`src/include/emar_pkg.sv`:
```
// Purpose: shared constants and types of the energy meter alert registers
// Assumes: byte-wide register space reached over a two-wire serial port
// Notes: multi-byte counters sit most significant byte at the lowest address
package emar_pkg;
    localparam logic [7:0] OFS_MASK_DS = 8'h19;
    localparam logic [7:0] OFS_MASK_DIFF = 8'h1A;
    localparam logic [7:0] OFS_ENERGY = 8'h7A;
    localparam logic [7:0] OFS_TICK = 8'h80;
    localparam logic [7:0] OFS_METER_CTL = 8'h84;
    localparam logic [7:0] OFS_SNAPSHOT = 8'h85;
    localparam int ENERGY_BYTES = 6;
    localparam int TICK_BYTES = 4;
    localparam int CNT_BYTES = ENERGY_BYTES + TICK_BYTES;
    localparam int MC_RESET = 7;
    localparam int MC_HALT = 6;
    localparam int MC_TICK_OVF = 5;
    localparam int MC_ENERGY_OVF = 4;
    localparam int MC_ALERT = 3;
    localparam int SNAP_MODE = 3;
    localparam logic [7:0] MASK_RST = 8'h00;
    localparam logic [47:0] ENERGY_RST = 48'h0;
    localparam logic [31:0] TICK_RST = 32'h0;
    localparam logic [3:0] BIT_ACK = 4'h8;

    // auxiliary input codes run in this order from 0000 to 1111
    typedef enum logic [3:0] {
        SEL_ANALOG_1, SEL_ANALOG_2, SEL_ANALOG_3, SEL_ANALOG_4,
        SEL_BIDIR_1, SEL_BIDIR_2, SEL_BIDIR_3, SEL_BIDIR_4,
        SEL_DRAIN_SOURCE, SEL_DRAIN, SEL_SHUNT_1, SEL_SHUNT_2,
        SEL_ANALOG_PAIR_2_1, SEL_ANALOG_PAIR_4_3,
        SEL_BIDIR_PAIR_2_1, SEL_BIDIR_PAIR_4_3
    } emar_snap_sel_e;

    typedef struct packed {
        logic [7:0] addr;
        logic [7:0] data;
    } emar_wr_s;

    typedef struct packed {
        emar_snap_sel_e sel;
        logic single;
    } emar_snap_s;
endpackage : emar_pkg

```
`src/hdl/emar_meter.sv`:
```
// Purpose: energy accumulator and tick counter
// Assumes: conv_done is a one-cycle pulse from same-clock logic
// Notes: a host byte write wins over a conversion in the same cycle
module emar_meter
    import emar_pkg::*;
#(
    parameter int PW = 24
)
(
    input wire logic core_clk,
    input wire logic rst,
    input wire logic clr,
    input wire logic halt,
    input wire logic conv_done,
    input wire logic [PW-1:0] power,
    input wire logic wr,
    input wire logic [3:0] wr_idx,
    input wire logic [7:0] wr_data,
    output logic [ENERGY_BYTES*8-1:0] energy,
    output logic [TICK_BYTES*8-1:0] ticks,
    output logic energy_evt,
    output logic tick_evt
);
    localparam int EW = ENERGY_BYTES * 8;
    localparam int TW = TICK_BYTES * 8;
    logic [EW-1:0] next_energy;
    logic [TW-1:0] next_ticks;
    logic next_energy_evt;
    logic next_tick_evt;
    logic [EW+TW-1:0] flat;

    // clear beats write, write beats accumulation
    always_comb
    begin
        next_energy = energy;
        next_ticks = ticks;
        next_energy_evt = 1'b0;
        next_tick_evt = 1'b0;
        flat = {energy, ticks};
        if (clr)
        begin
            next_energy = ENERGY_RST;
            next_ticks = TICK_RST;
        end
        else if (wr)
        begin
            for (int i = 0; i < CNT_BYTES; i++)
                if (wr_idx == 4'(i))
                    flat[(CNT_BYTES-1-i)*8 +: 8] = wr_data;
            {next_energy, next_ticks} = flat;
        end
        else if (conv_done && !halt)
        begin
            {next_energy_evt, next_energy} =
                {1'b0, energy} + (EW+1)'(power);
            next_tick_evt = &ticks;
            next_ticks = ticks + TW'(1);
        end
    end

    always_ff @(posedge core_clk or posedge rst)
    begin
        if (rst)
        begin
            energy <= ENERGY_RST;
            ticks <= TICK_RST;
            energy_evt <= 1'b0;
            tick_evt <= 1'b0;
        end
        else
        begin
            energy <= next_energy;
            ticks <= next_ticks;
            energy_evt <= next_energy_evt;
            tick_evt <= next_tick_evt;
        end
    end
endmodule : emar_meter

```
`src/hdl/emar_i2c_slave.sv`:
```
// Purpose: two-wire serial register port, byte pointer with auto-increment
// Assumes: scl and sda are pins, synchronised here; scl far below core_clk
// Notes: sda is open drain; oe_n low pulls the line low
module emar_i2c_slave
    import emar_pkg::*;
#(
    parameter logic [6:0] DEV_ADDR = 7'h10
)
(
    input wire logic core_clk,
    input wire logic rst,
    input wire logic scl_in,
    input wire logic sda_in,
    output logic sda_out,
    output logic sda_oe_n,
    input wire logic [7:0] rd_data,
    output logic [7:0] rd_ptr,
    output logic wr_stb,
    output emar_wr_s wr
);
    typedef enum logic [2:0] {
        S_IDLE, S_ADDR, S_PTR, S_WDATA, S_RDATA
    } emar_i2c_e;
    emar_i2c_e st, next_st;
    logic [2:0] scl_sync, sda_sync;
    logic [3:0] bcnt, next_bcnt;
    logic acked, next_acked, nack, next_nack;
    logic [7:0] shift, next_shift, next_ptr;
    logic next_oe_n, next_wr_stb;
    emar_wr_s next_wr;
    logic scl_re, scl_fe, start, stop, sda_bit;

    // stage 0 feeds only stage 1; edges look at stages 1 and 2
    always_ff @(posedge core_clk or posedge rst)
    begin
        if (rst)
        begin
            scl_sync <= 3'h7;
            sda_sync <= 3'h7;
        end
        else
        begin
            scl_sync <= {scl_sync[1:0], scl_in};
            sda_sync <= {sda_sync[1:0], sda_in};
        end
    end

    assign sda_bit = sda_sync[1];
    assign scl_re = scl_sync[1] & ~scl_sync[2];
    assign scl_fe = ~scl_sync[1] & scl_sync[2];
    assign start = scl_sync[1] & scl_sync[2] & sda_sync[2] & ~sda_sync[1];
    assign stop = scl_sync[1] & scl_sync[2] & ~sda_sync[2] & sda_sync[1];

    // bits are taken on scl rise and driven after scl fall
    always_comb
    begin
        next_st = st;
        next_bcnt = bcnt;
        next_acked = acked;
        next_nack = nack;
        next_shift = shift;
        next_ptr = rd_ptr;
        next_oe_n = sda_oe_n;
        next_wr_stb = 1'b0;
        next_wr = wr;
        if (start)
        begin
            next_st = S_ADDR;
            next_bcnt = 4'h0;
            next_acked = 1'b0;
            next_nack = 1'b0;
            next_oe_n = 1'b1;
        end
        else if (stop || st == S_IDLE)
        begin
            next_st = S_IDLE;
            next_oe_n = 1'b1;
        end
        else if (scl_re)
        begin
            if (bcnt == BIT_ACK)
                next_nack = sda_bit;
            else
            begin
                next_bcnt = bcnt + 4'h1;
                if (st != S_RDATA)
                    next_shift = {shift[6:0], sda_bit};
            end
        end
        else if (scl_fe)
        begin
            if (bcnt != BIT_ACK)
            begin
                if (st == S_RDATA)
                begin
                    next_shift = {shift[6:0], 1'b0};
                    next_oe_n = shift[6];
                end
            end
            else if (!acked)
            begin
                next_acked = 1'b1;
                next_oe_n = 1'b0;
                unique case (st)
                    S_IDLE: next_oe_n = 1'b1;
                    S_ADDR:
                        if (shift[7:1] != DEV_ADDR)
                        begin
                            next_st = S_IDLE;
                            next_oe_n = 1'b1;
                        end
                        else if (shift[0])
                            next_st = S_RDATA;
                        else
                            next_st = S_PTR;
                    S_PTR:
                    begin
                        next_ptr = shift;
                        next_st = S_WDATA;
                    end
                    S_WDATA:
                    begin
                        next_wr_stb = 1'b1;
                        next_wr = '{addr: rd_ptr, data: shift};
                        next_ptr = rd_ptr + 8'h01;
                    end
                    S_RDATA: next_oe_n = 1'b1; // host acknowledges
                endcase
            end
            else
            begin
                next_acked = 1'b0;
                next_bcnt = 4'h0;
                next_oe_n = 1'b1;
                if (st == S_RDATA)
                begin
                    if (nack)
                        next_st = S_IDLE;
                    else
                    begin
                        next_shift = rd_data;
                        next_oe_n = rd_data[7];
                        next_ptr = rd_ptr + 8'h01;
                    end
                end
            end
        end
    end

    always_ff @(posedge core_clk or posedge rst)
    begin
        if (rst)
        begin
            st <= S_IDLE;
            bcnt <= 4'h0;
            acked <= 1'b0;
            nack <= 1'b0;
            shift <= 8'h00;
            rd_ptr <= 8'h00;
            sda_oe_n <= 1'b1;
            sda_out <= 1'b0;
            wr_stb <= 1'b0;
            wr <= '0;
        end
        else
        begin
            st <= next_st;
            bcnt <= next_bcnt;
            acked <= next_acked;
            nack <= next_nack;
            shift <= next_shift;
            rd_ptr <= next_ptr;
            sda_oe_n <= next_oe_n;
            sda_out <= 1'b0;
            wr_stb <= next_wr_stb;
            wr <= next_wr;
        end
    end
endmodule : emar_i2c_slave

```
`src/hdl/emar_top.sv`:
```
// Purpose: alert masks, meter control, snapshot control and energy meter
// Assumes: alarm logs, conversion pulses and lock status are same-clock
// Notes: register reads are side-effect free; unmapped bytes read 0x00
module emar_top
    import emar_pkg::*;
#(
    parameter logic [6:0] DEV_ADDR = 7'h10,
    parameter int PW = 24
)
(
    input wire logic core_clk,
    input wire logic rst,
    input wire logic scl_in,
    input wire logic sda_in,
    output logic sda_out,
    output logic sda_oe_n,
    input wire logic [7:0] alarm_drain_sense,
    input wire logic [7:0] alarm_differential,
    input wire logic [1:0] ovf_alert_en,
    input wire logic conv_done,
    input wire logic [PW-1:0] conv_power,
    input wire logic nvm_factory_locked,
    output logic alert_out,
    output emar_snap_s snapshot,
    output logic [7:0] mask_drain_sense,
    output logic [7:0] mask_differential
);
    logic wr_stb;
    emar_wr_s wr;
    logic [7:0] rd_ptr, rd_data;
    logic [47:0] energy;
    logic [31:0] ticks;
    logic energy_evt, tick_evt;
    logic mwr, ctl_wr, alert_cond;
    logic [3:0] widx;
    logic [79:0] cnt_bytes;
    logic meter_reset, meter_halt, tick_ovf, energy_ovf, alert_latched;
    logic next_meter_reset, next_meter_halt, next_tick_ovf;
    logic next_energy_ovf, next_alert_latched, next_alert_out;
    logic [7:0] next_mask_ds, next_mask_diff;
    emar_snap_s next_snapshot;

    emar_i2c_slave #(
        .DEV_ADDR(DEV_ADDR)
    ) u_port (
        .core_clk(core_clk),
        .rst(rst),
        .scl_in(scl_in),
        .sda_in(sda_in),
        .sda_out(sda_out),
        .sda_oe_n(sda_oe_n),
        .rd_data(rd_data),
        .rd_ptr(rd_ptr),
        .wr_stb(wr_stb),
        .wr(wr)
    );

    // counter bytes 0x7A..0x83 form one contiguous window
    assign mwr = wr_stb && wr.addr >= OFS_ENERGY
        && wr.addr < OFS_METER_CTL;
    assign widx = 4'(wr.addr - OFS_ENERGY);
    assign ctl_wr = wr_stb && wr.addr == OFS_METER_CTL;

    emar_meter #(
        .PW(PW)
    ) u_meter (
        .core_clk(core_clk),
        .rst(rst),
        .clr(meter_reset),
        .halt(meter_halt),
        .conv_done(conv_done),
        .power(conv_power),
        .wr(mwr),
        .wr_idx(widx),
        .wr_data(wr.data),
        .energy(energy),
        .ticks(ticks),
        .energy_evt(energy_evt),
        .tick_evt(tick_evt)
    );

    // masked alarms plus enabled overflow flags make an alert
    assign alert_cond = |(alarm_drain_sense & mask_drain_sense)
        | |(alarm_differential & mask_differential)
        | (tick_ovf & ovf_alert_en[1])
        | (energy_ovf & ovf_alert_en[0]);

    // hardware set wins over a host clear in the same cycle
    always_comb
    begin
        next_mask_ds = mask_drain_sense;
        next_mask_diff = mask_differential;
        next_snapshot = snapshot;
        next_meter_reset = meter_reset;
        next_meter_halt = meter_halt;
        next_tick_ovf = tick_ovf;
        next_energy_ovf = energy_ovf;
        next_alert_latched = alert_latched;
        if (wr_stb && wr.addr == OFS_MASK_DS)
            next_mask_ds = wr.data;
        if (wr_stb && wr.addr == OFS_MASK_DIFF)
            next_mask_diff = wr.data;
        if (wr_stb && wr.addr == OFS_SNAPSHOT)
        begin
            next_snapshot.sel = emar_snap_sel_e'(wr.data[7:4]);
            next_snapshot.single = wr.data[SNAP_MODE];
        end
        if (ctl_wr)
        begin
            next_meter_reset = wr.data[MC_RESET];
            next_meter_halt = wr.data[MC_HALT];
            next_tick_ovf = wr.data[MC_TICK_OVF];
            next_energy_ovf = wr.data[MC_ENERGY_OVF];
            next_alert_latched = wr.data[MC_ALERT];
        end
        if (tick_evt)
            next_tick_ovf = 1'b1;
        if (energy_evt)
            next_energy_ovf = 1'b1;
        if (alert_cond)
            next_alert_latched = 1'b1;
        next_alert_out = alert_cond;
    end

    always_ff @(posedge core_clk or posedge rst)
    begin
        if (rst)
        begin
            mask_drain_sense <= MASK_RST;
            mask_differential <= MASK_RST;
            snapshot <= '0;
            meter_reset <= 1'b0;
            meter_halt <= 1'b0;
            tick_ovf <= 1'b0;
            energy_ovf <= 1'b0;
            alert_latched <= 1'b0;
            alert_out <= 1'b0;
        end
        else
        begin
            mask_drain_sense <= next_mask_ds;
            mask_differential <= next_mask_diff;
            snapshot <= next_snapshot;
            meter_reset <= next_meter_reset;
            meter_halt <= next_meter_halt;
            tick_ovf <= next_tick_ovf;
            energy_ovf <= next_energy_ovf;
            alert_latched <= next_alert_latched;
            alert_out <= next_alert_out;
        end
    end

    // read mux; reserved bits are forced to zero
    assign cnt_bytes = {energy, ticks};
    always_comb
    begin
        rd_data = 8'h00;
        for (int i = 0; i < CNT_BYTES; i++)
            if (rd_ptr == OFS_ENERGY + 8'(i))
                rd_data = cnt_bytes[(CNT_BYTES-1-i)*8 +: 8];
        case (rd_ptr)
            OFS_MASK_DS: rd_data = mask_drain_sense;
            OFS_MASK_DIFF: rd_data = mask_differential;
            OFS_METER_CTL:
                rd_data = {meter_reset, meter_halt, tick_ovf,
                    energy_ovf, alert_latched,
                    nvm_factory_locked, 2'b00};
            OFS_SNAPSHOT:
                rd_data = {snapshot.sel, snapshot.single,
                    3'b000};
            default: ;
        endcase
    end
endmodule : emar_top

```
`config.mk`:
```
export PLATFORM = sky130hd
export DESIGN_NAME = emar_top
export DESIGN_NICKNAME = d
export VERILOG_FILES = /design/src/include/emar_pkg.sv /design/src/hdl/emar_meter.sv /design/src/hdl/emar_i2c_slave.sv /design/src/hdl/emar_top.sv
export SDC_FILE = /design/constraint.sdc
export NUM_CORES = 1
export LEC_CHECK = 0
export BUFFER_PORTS_ARGS = -buffer_cell sky130_fd_sc_hd__clkbuf_2
export CAP_MARGIN = 5
export CORE_MARGIN = 2
export CORE_UTILIZATION = 40
export DETAILED_ROUTE_END_ITERATION = 10
export REMOVE_ABC_BUFFERS = 1
export SKIP_LAST_GASP = 1
export SYNTH_ARGS = -nofsm -noshare
export SYNTH_HDL_FRONTEND = slang
export SYNTH_HIERARCHICAL = 1
export SYNTH_SLANG_ARGS = --single-unit
```
`constraint.sdc`:
```
create_clock -name core_clk -period 2.86 [get_ports core_clk]
set_input_delay 0.143 -clock core_clk [delete_from_list [all_inputs] [get_ports core_clk]]
set_output_delay 0.143 -clock core_clk [all_outputs]
set_load 0.01 [all_outputs]
```
# After elaboration in Yosys (flattened, before gate mapping)
# Cells that the tools add are included.
dict set report classes {
  n_addsub 5
  mul 0
  div 0
  order_cmp 2
  n_eq_ne 62
  n_shift 0
  muxes 98
  bitwise_logic 23
  reduce_logical 47
}
# operator count
set ops {}
lappend ops {{two-way mux 8 bit} 32}
lappend ops {{two-way mux 48 bit} 3}
lappend ops {{two-way mux 32 bit} 3}
lappend ops {{== test 8 bit (second input constant)} 8}
lappend ops {{adder 48 x 24 -> 49 bit} 1}
lappend ops {{== test 8 x 7 -> 1 bit (second input constant)} 6}
lappend ops {{two-way mux 1 bit} 39}
lappend ops {{inequality test 3 x 1 -> 1 bit (second input constant)} 12}
lappend ops {{adder 32 x 1 -> 32 bit (second input constant)} 1}
lappend ops {{== test 8 x 5 -> 1 bit (second input constant)} 4}
lappend ops {{one-hot mux 8 bit (4 select lines)} 1}
lappend ops {{AND reduction 32 bit} 1}
lappend ops {{two-way mux 3 bit} 10}
lappend ops {{two-way mux 4 bit} 7}
lappend ops {{AND reduction 2 bit} 10}
lappend ops {{nonzero test 3 bit} 6}
lappend ops {{bitwise AND 8 bit} 2}
lappend ops {{== test 4 x 3 -> 1 bit (second input constant)} 4}
lappend ops {{one-hot mux 8 bit (2 select lines)} 1}
lappend ops {{OR reduction 8 bit} 2}
lappend ops {{inequality test 3 bit (second input constant)} 5}
lappend ops {{nonzero test 2 bit} 7}
lappend ops {{== test 4 bit (second input constant)} 3}
lappend ops {{inequality test 4 bit (second input constant)} 3}
lappend ops {{34 further kinds} 66}
dict set report word_totals {
  register_bits 158
  latchBits 0
  ramBits 0
  mem_bits_ro 0
  wordCells 271
  mem_count 0
}

# Longest topological paths before layout
dict set report logic_depth {
  ltp_word 20
  depth_mapped 12
  depth_no_buf 11
}

# Modules after synthesis
# The synthesis kept the hierarchy.
# mod n_inst cells_per_inst area_each_um2
set by_module_without_submodules {}
lappend by_module_without_submodules {emar_meter 1 782 6304.8}
lappend by_module_without_submodules {emar_i2c_slave 1 235 2601.2}
lappend by_module_without_submodules {emar_top 1 264 2397.3}

# Worst setup path after synthesis
# Ideal clock, no wire load.
dict set report synth_timing {
  path_kind {register to register}
  startpoint {register u_meter.energy[13]}
  endpoint {register u_meter.energy[46]}
  setup_ns 0.127
  t_arrival_ns 2.372
  required_time_ns 2.733
  path_slack_ns 0.362
  stages_incl_launch_ff 11
  path_buffers 1
  synth_period_minus_slack_ns 2.498
  cell_sequence {dfrtp_1 -> ha_1 -> buf_2 -> and3_1 -> nand2_1 -> or4_4 -> o21ai_4 -> o21ai_4 -> a2111oi_4 -> mux2i_1 -> a21oi_1}
}
dict set report synth_via {
  elab_chain_len 4
}
# element line
set synth_lines {}
lappend synth_lines {{from (decl)} emar_meter.sv:19} ;# output logic [ENERGY_BYTES*8-1:0] energy,
lappend synth_lines {{from (signal assigned)} emar_meter.sv:72} ;# energy <= next_energy;
lappend synth_lines {{adder 48 x 24 -> 49 bit} emar_meter.sv:55} ;# {1'b0, energy} + (EW+1)'(power);
lappend synth_lines {{two-way mux 48 bit} emar_meter.sv:52} ;# else if (conv_done && !halt)
lappend synth_lines {{two-way mux 48 bit} emar_meter.sv:45} ;# else if (wr)
lappend synth_lines {{two-way mux 48 bit} emar_meter.sv:40} ;# if (clr)
# Every way passes these cells. The select of a mux whose other input is x is not followed.
# A chain may end at the register's enable or synchronous reset.

# Worst setup path in the final report
dict set report layout_timing {
  startpoint {register u_meter.energy[6]}
  endpoint {register u_meter.energy[37]}
}
# Same word-level chain as after synthesis.

==> metrics.md <==
| Metric | Value |
|---|---|
| Final Hold Viols | 0 |
| CTS root buf | clkbuf_16 |
| Critical path's slowest cell | dfrtp_1 |
| First-pass GRT wire length | 57920 µm |
| CP Capture Type | register |
| Crit path cell chain | ha_1 -> a21oi_1 -> o21ai_0 -> a221o_1 -> o21ai_2 -> a311o_1 -> a21boi_4 -> a311oi_1 -> a211oi_1 |
| Slew @ Worst Pin | 1.030 ns |
| Sequential cell area fraction in the yosys report | 0.3506 |
| ANT nets after route | 0 |
| Die X | 172.1 µm |
| Required @ worst endpoint | 3.16 ns |
| CTS tree | built |
| Critical path's largest stage delay | approximately 0.42 ns |
| Number of H-tree levels | 4 |
| Nets | 1456 |
| Power density of the placed cells | 634.6 nW/µm² |
| Unique cell type count in the Yosys netlist | 104 |
| Die ar. | 29620 µm² |
| Post-route insts no fill | 1765 |
| Initial DRC Count | 1163 |
| Crit Path Class | register to register |
| RSZ-0062 raised after global routing | true |
| Longest Clk Path Bufs | 2 |
| Max-cap viol count | 0 |
| Post-synth EDFFs | 0 |
| Setup violations, final | 0 |
| Crit start category | register |
| Skew final | 0.01586 ns |
| Layout Area Growth over Synthesis | 15.13% |
| Rows | 61 |
| Worst-path fanout max | 7 |
| Main flop type after synthesis | dfrtp_1 |
| CTS Buf Count | 17 |
| Fin util | 0.4684 |
| Gate Count Post-Synth | 1281 |
| Top Family by Delay on Critical Path | compound AO/OA/AOI/OAI gates |
| Clock transition at path regs | roughly 0.07 ns |
| DRC errors left | 0 |
| Num ports | 72 |
| Port bufs | 70 |
| CTS Sinks | 158 |
| Cells after DPL | 1729 |
| Cell Area, Synth | roughly 11000 µm² |
| Power share of the sequential group | 0.355 |
| Data arrival time of the worst path | 3.03 ns |
| Lkg Pwr | 5.773 nW |
| Initial Util | 0.4069 |
| Power, Total | 0.008259 W |
| Layout cells sized above 1 | 0.2120 |
| Routed wire length | 37510 µm |
| Grt ovf | 0 |
| N_diodes | 0 |
| Initial antenna violation count | 1 |
| HPWL Detailed | 27620 µm |
| Largest net degree at the start of global routing | 38 |
| DR vias | 10710 |
| Max frequency | 366.8 MHz |
| Vias in the first global route | 9879 |
| R2R setup slack | 0.13 ns |
| Worst IR Drop VDD | between 0.0004 and 0.0005 V |
| Async SR Flop Fraction | 1.000 |
| Net Switching | 0.003159 W |
| DR WL/cell | 21.25 µm |
| Sw Ratio | 0.3825 |
| Rel. slew slack | 0.3123 |
| Buffer and inverter count on the worst path | 0 |
| Latest clock arrival within the worst-skew pair | 0.45 ns |
| Drt first pass iters | 5 |
| Core Region | around 28000 µm² |
| Logic pwr share | 0.367 |
| Final worst-path cycle share | 0.9533 |
| Tmin final | 2.726 ns |
| DR vias/cell | slightly above 6 |
| Clock share of power | 0.278 |
| Die Span Y | 172.1 µm |
| Outcome | finished, final reports clean |
| Final GP Congestion | 0.9168 |
| Final Max Tran Viols | 0 |
| FF+latch count, synth | approximately 160 |
| Synthesized area per cell | roughly 8.8 µm² |
| Final-layout fill cell count | 2747 |
| Int Pwr | 0.005100 W |
| Ys Warns | 6 |
| Tightest Hold Check Type | primary input to register |
| GRT Total Usage | 0.2561 |
==> power groups by stage <==
| stage | Sequential, W | Clock [W] | Combinational (W) |
|---|---|---|---|
| after detailed placement | 0.00296 | 0 | 0.00291 |
| after CTS | 0.00292 | 0.00234 | 0.00293 |
| after global routing | 0.00297 | 0.00243 | 0.00336 |
| after global placement | 0.00295 | 0 | 0.00290 |
| after floorplan | 0.00278 | 0 | 0.00206 |
| final | 0.00293 | 0.00230 | 0.00303 |
==> logic make-up (layout without fill, tap and decap cells) <==
logic type | count (synthesis) | count (layout) | share of synthesized area
adder cells (fa/ha/maj) | 34 | 34 | 0.03830
buffers and inverters | 120 | 226 | 0.05136
flip-flops | 158 | 158 | 0.3506
AND/OR/NAND/NOR | 416 | 416 | 0.1967
other | 1 | 1 | 0.0003318
XOR/XNOR | 23 | 23 | 0.01782
multiplexers | 92 | 92 | 0.08955
AO/OA/AOI/OAI | 437 | 437 | 0.2554
==> Yosys cell counts, drive strengths merged (14+ instances only) <==
master	n	share of area
dfrtp	151	0.33
nor3	22	0.012
nand4	20	0.012
nor2	75	0.025
and3	35	0.019
nor2b	18	0.010
o22ai	23	0.013
nand3	54	0.024
a21oi	104	0.046
a31oi	23	0.013
inv	49	0.016
a22oi	16	0.011
clkbuf	38	0.015
buf	33	0.020
o21ai	123	0.057
mux2i	28	0.025
mux2	63	0.063
xnor2	14	0.011
a21o	21	0.014
nand2	106	0.035
ha	33	0.037
==> final cells by class <==
class	instances	area, µm²	share of cell area
clock buffer	19	452.9	0.03480
tap	378	473.0	0.03634
sequential	158	3964	0.3046
timing repair buffer	145	973.4	0.07480
multi-input combinational	1003	6835	0.5252
clock inverter	13	130.1	0.009999
inverter	49	185.2	0.01423
==> through the flow <==
| step | worst slack (ns) | hold WS [ns] | instance area [µm²] | TNS [ns] |
|---|---|---|---|---|
| floorplan | -5.137 | 0.1475 | 10910 | -380.70 |
| global placement | 0.1604 | 0.1867 | 12340 | 0 |
| detailed placement | 0.08898 | 0.1866 | 12340 | 0 |
| CTS | 0.07176 | 0.009563 | 12960 | 0 |
| global route | -0.07013 | 0.03838 | 13010 | -0.1268 |
| finish | 0.1335 | 0.02320 | 13010 | 0 |
==> routing by layer <==
layer,part of all wire,track usage
met5,0,0
met3,0.061,0.02976
met2,0.45,0.3880
met1,0.46,0.3767
met4,0.030,0.09098
==> sequential cells by signal, indices dropped and copies added, names as in the netlist, 3 cells and up <==
name	flops
u_meter/energy	48
u_meter/ticks	32
u_port/wr	16
mask_differential	8
mask_drain_sense	8
u_port/rd_ptr	8
u_port/shift	8
snapshot	5
u_port/bcnt	4
u_port/scl_sync	3
u_port/sda_sync	3
u_port/st	3
==> cells in the final DEF, fill, tap and decap left out, types with 6 or more instances in the layout <==
cell / count
a211o_1: 8
a211oi_1: 9
a21o_1: 20
a21oi_1: 103
a221o_1: 7
a221oi_1: 12
a22o_1: 7
a22oi_1: 16
a2bb2oi_1: 10
a31oi_1: 20
and2_1: 9
and3_1: 34
and4_1: 10
buf_4: 67
clkbuf_16: 17
clkbuf_2: 70
dfrtp_1: 150
dfstp_2: 7
ha_1: 32
inv_1: 46
mux2_2: 58
mux2i_1: 28
nand2_1: 105
nand2b_1: 9
nand3_1: 53
nand4_1: 19
nor2_1: 74
nor2b_1: 18
nor3_1: 18
nor4_1: 11
o2111ai_1: 9
o21ai_0: 108
o21ai_1: 10
o22a_1: 6
o22ai_1: 23
o31ai_1: 9
or2_2: 6
xnor2_1: 14
xor2_1: 9
==> path summary, 6_finish.rpt <==
kind	startpoint	end	cells past startpoint
worst min-delay path	alarm_drain_sense[3]	alert_out	3
min in group asynchronous	rst	u_meter/energy[16]	3
worst max-delay path	u_meter/energy[6]	u_meter/energy[37]	9
worst max register to register	u_meter/energy[6]	u_meter/energy[37]	9
worst min register to register	u_port/scl_sync[0]	u_port/scl_sync[1]	0
max in group asynchronous	rst	meter_reset	3
==> what timing repair did <==
| action | 4_1_cts | 5_1_grt |
|---|---|---|
| setup endpoints to repair | 0 | 20 |
| gates resized for setup | 0 | 11 |
| hold endpoints to repair | 45 | 0 |
| setup buffers | 0 | 0 |
| hold buffers | 4 | 0 |
==> worst register-to-register path, delay by kind of cell, from the launching register on <==
family	cells	cell delay [ns]
DFF	1	0.42
AOI/OAI and AO/OA	8	1.84
adders and majority gates	1	0.33
Note: power is estimated with default switching activity, not from simulation.
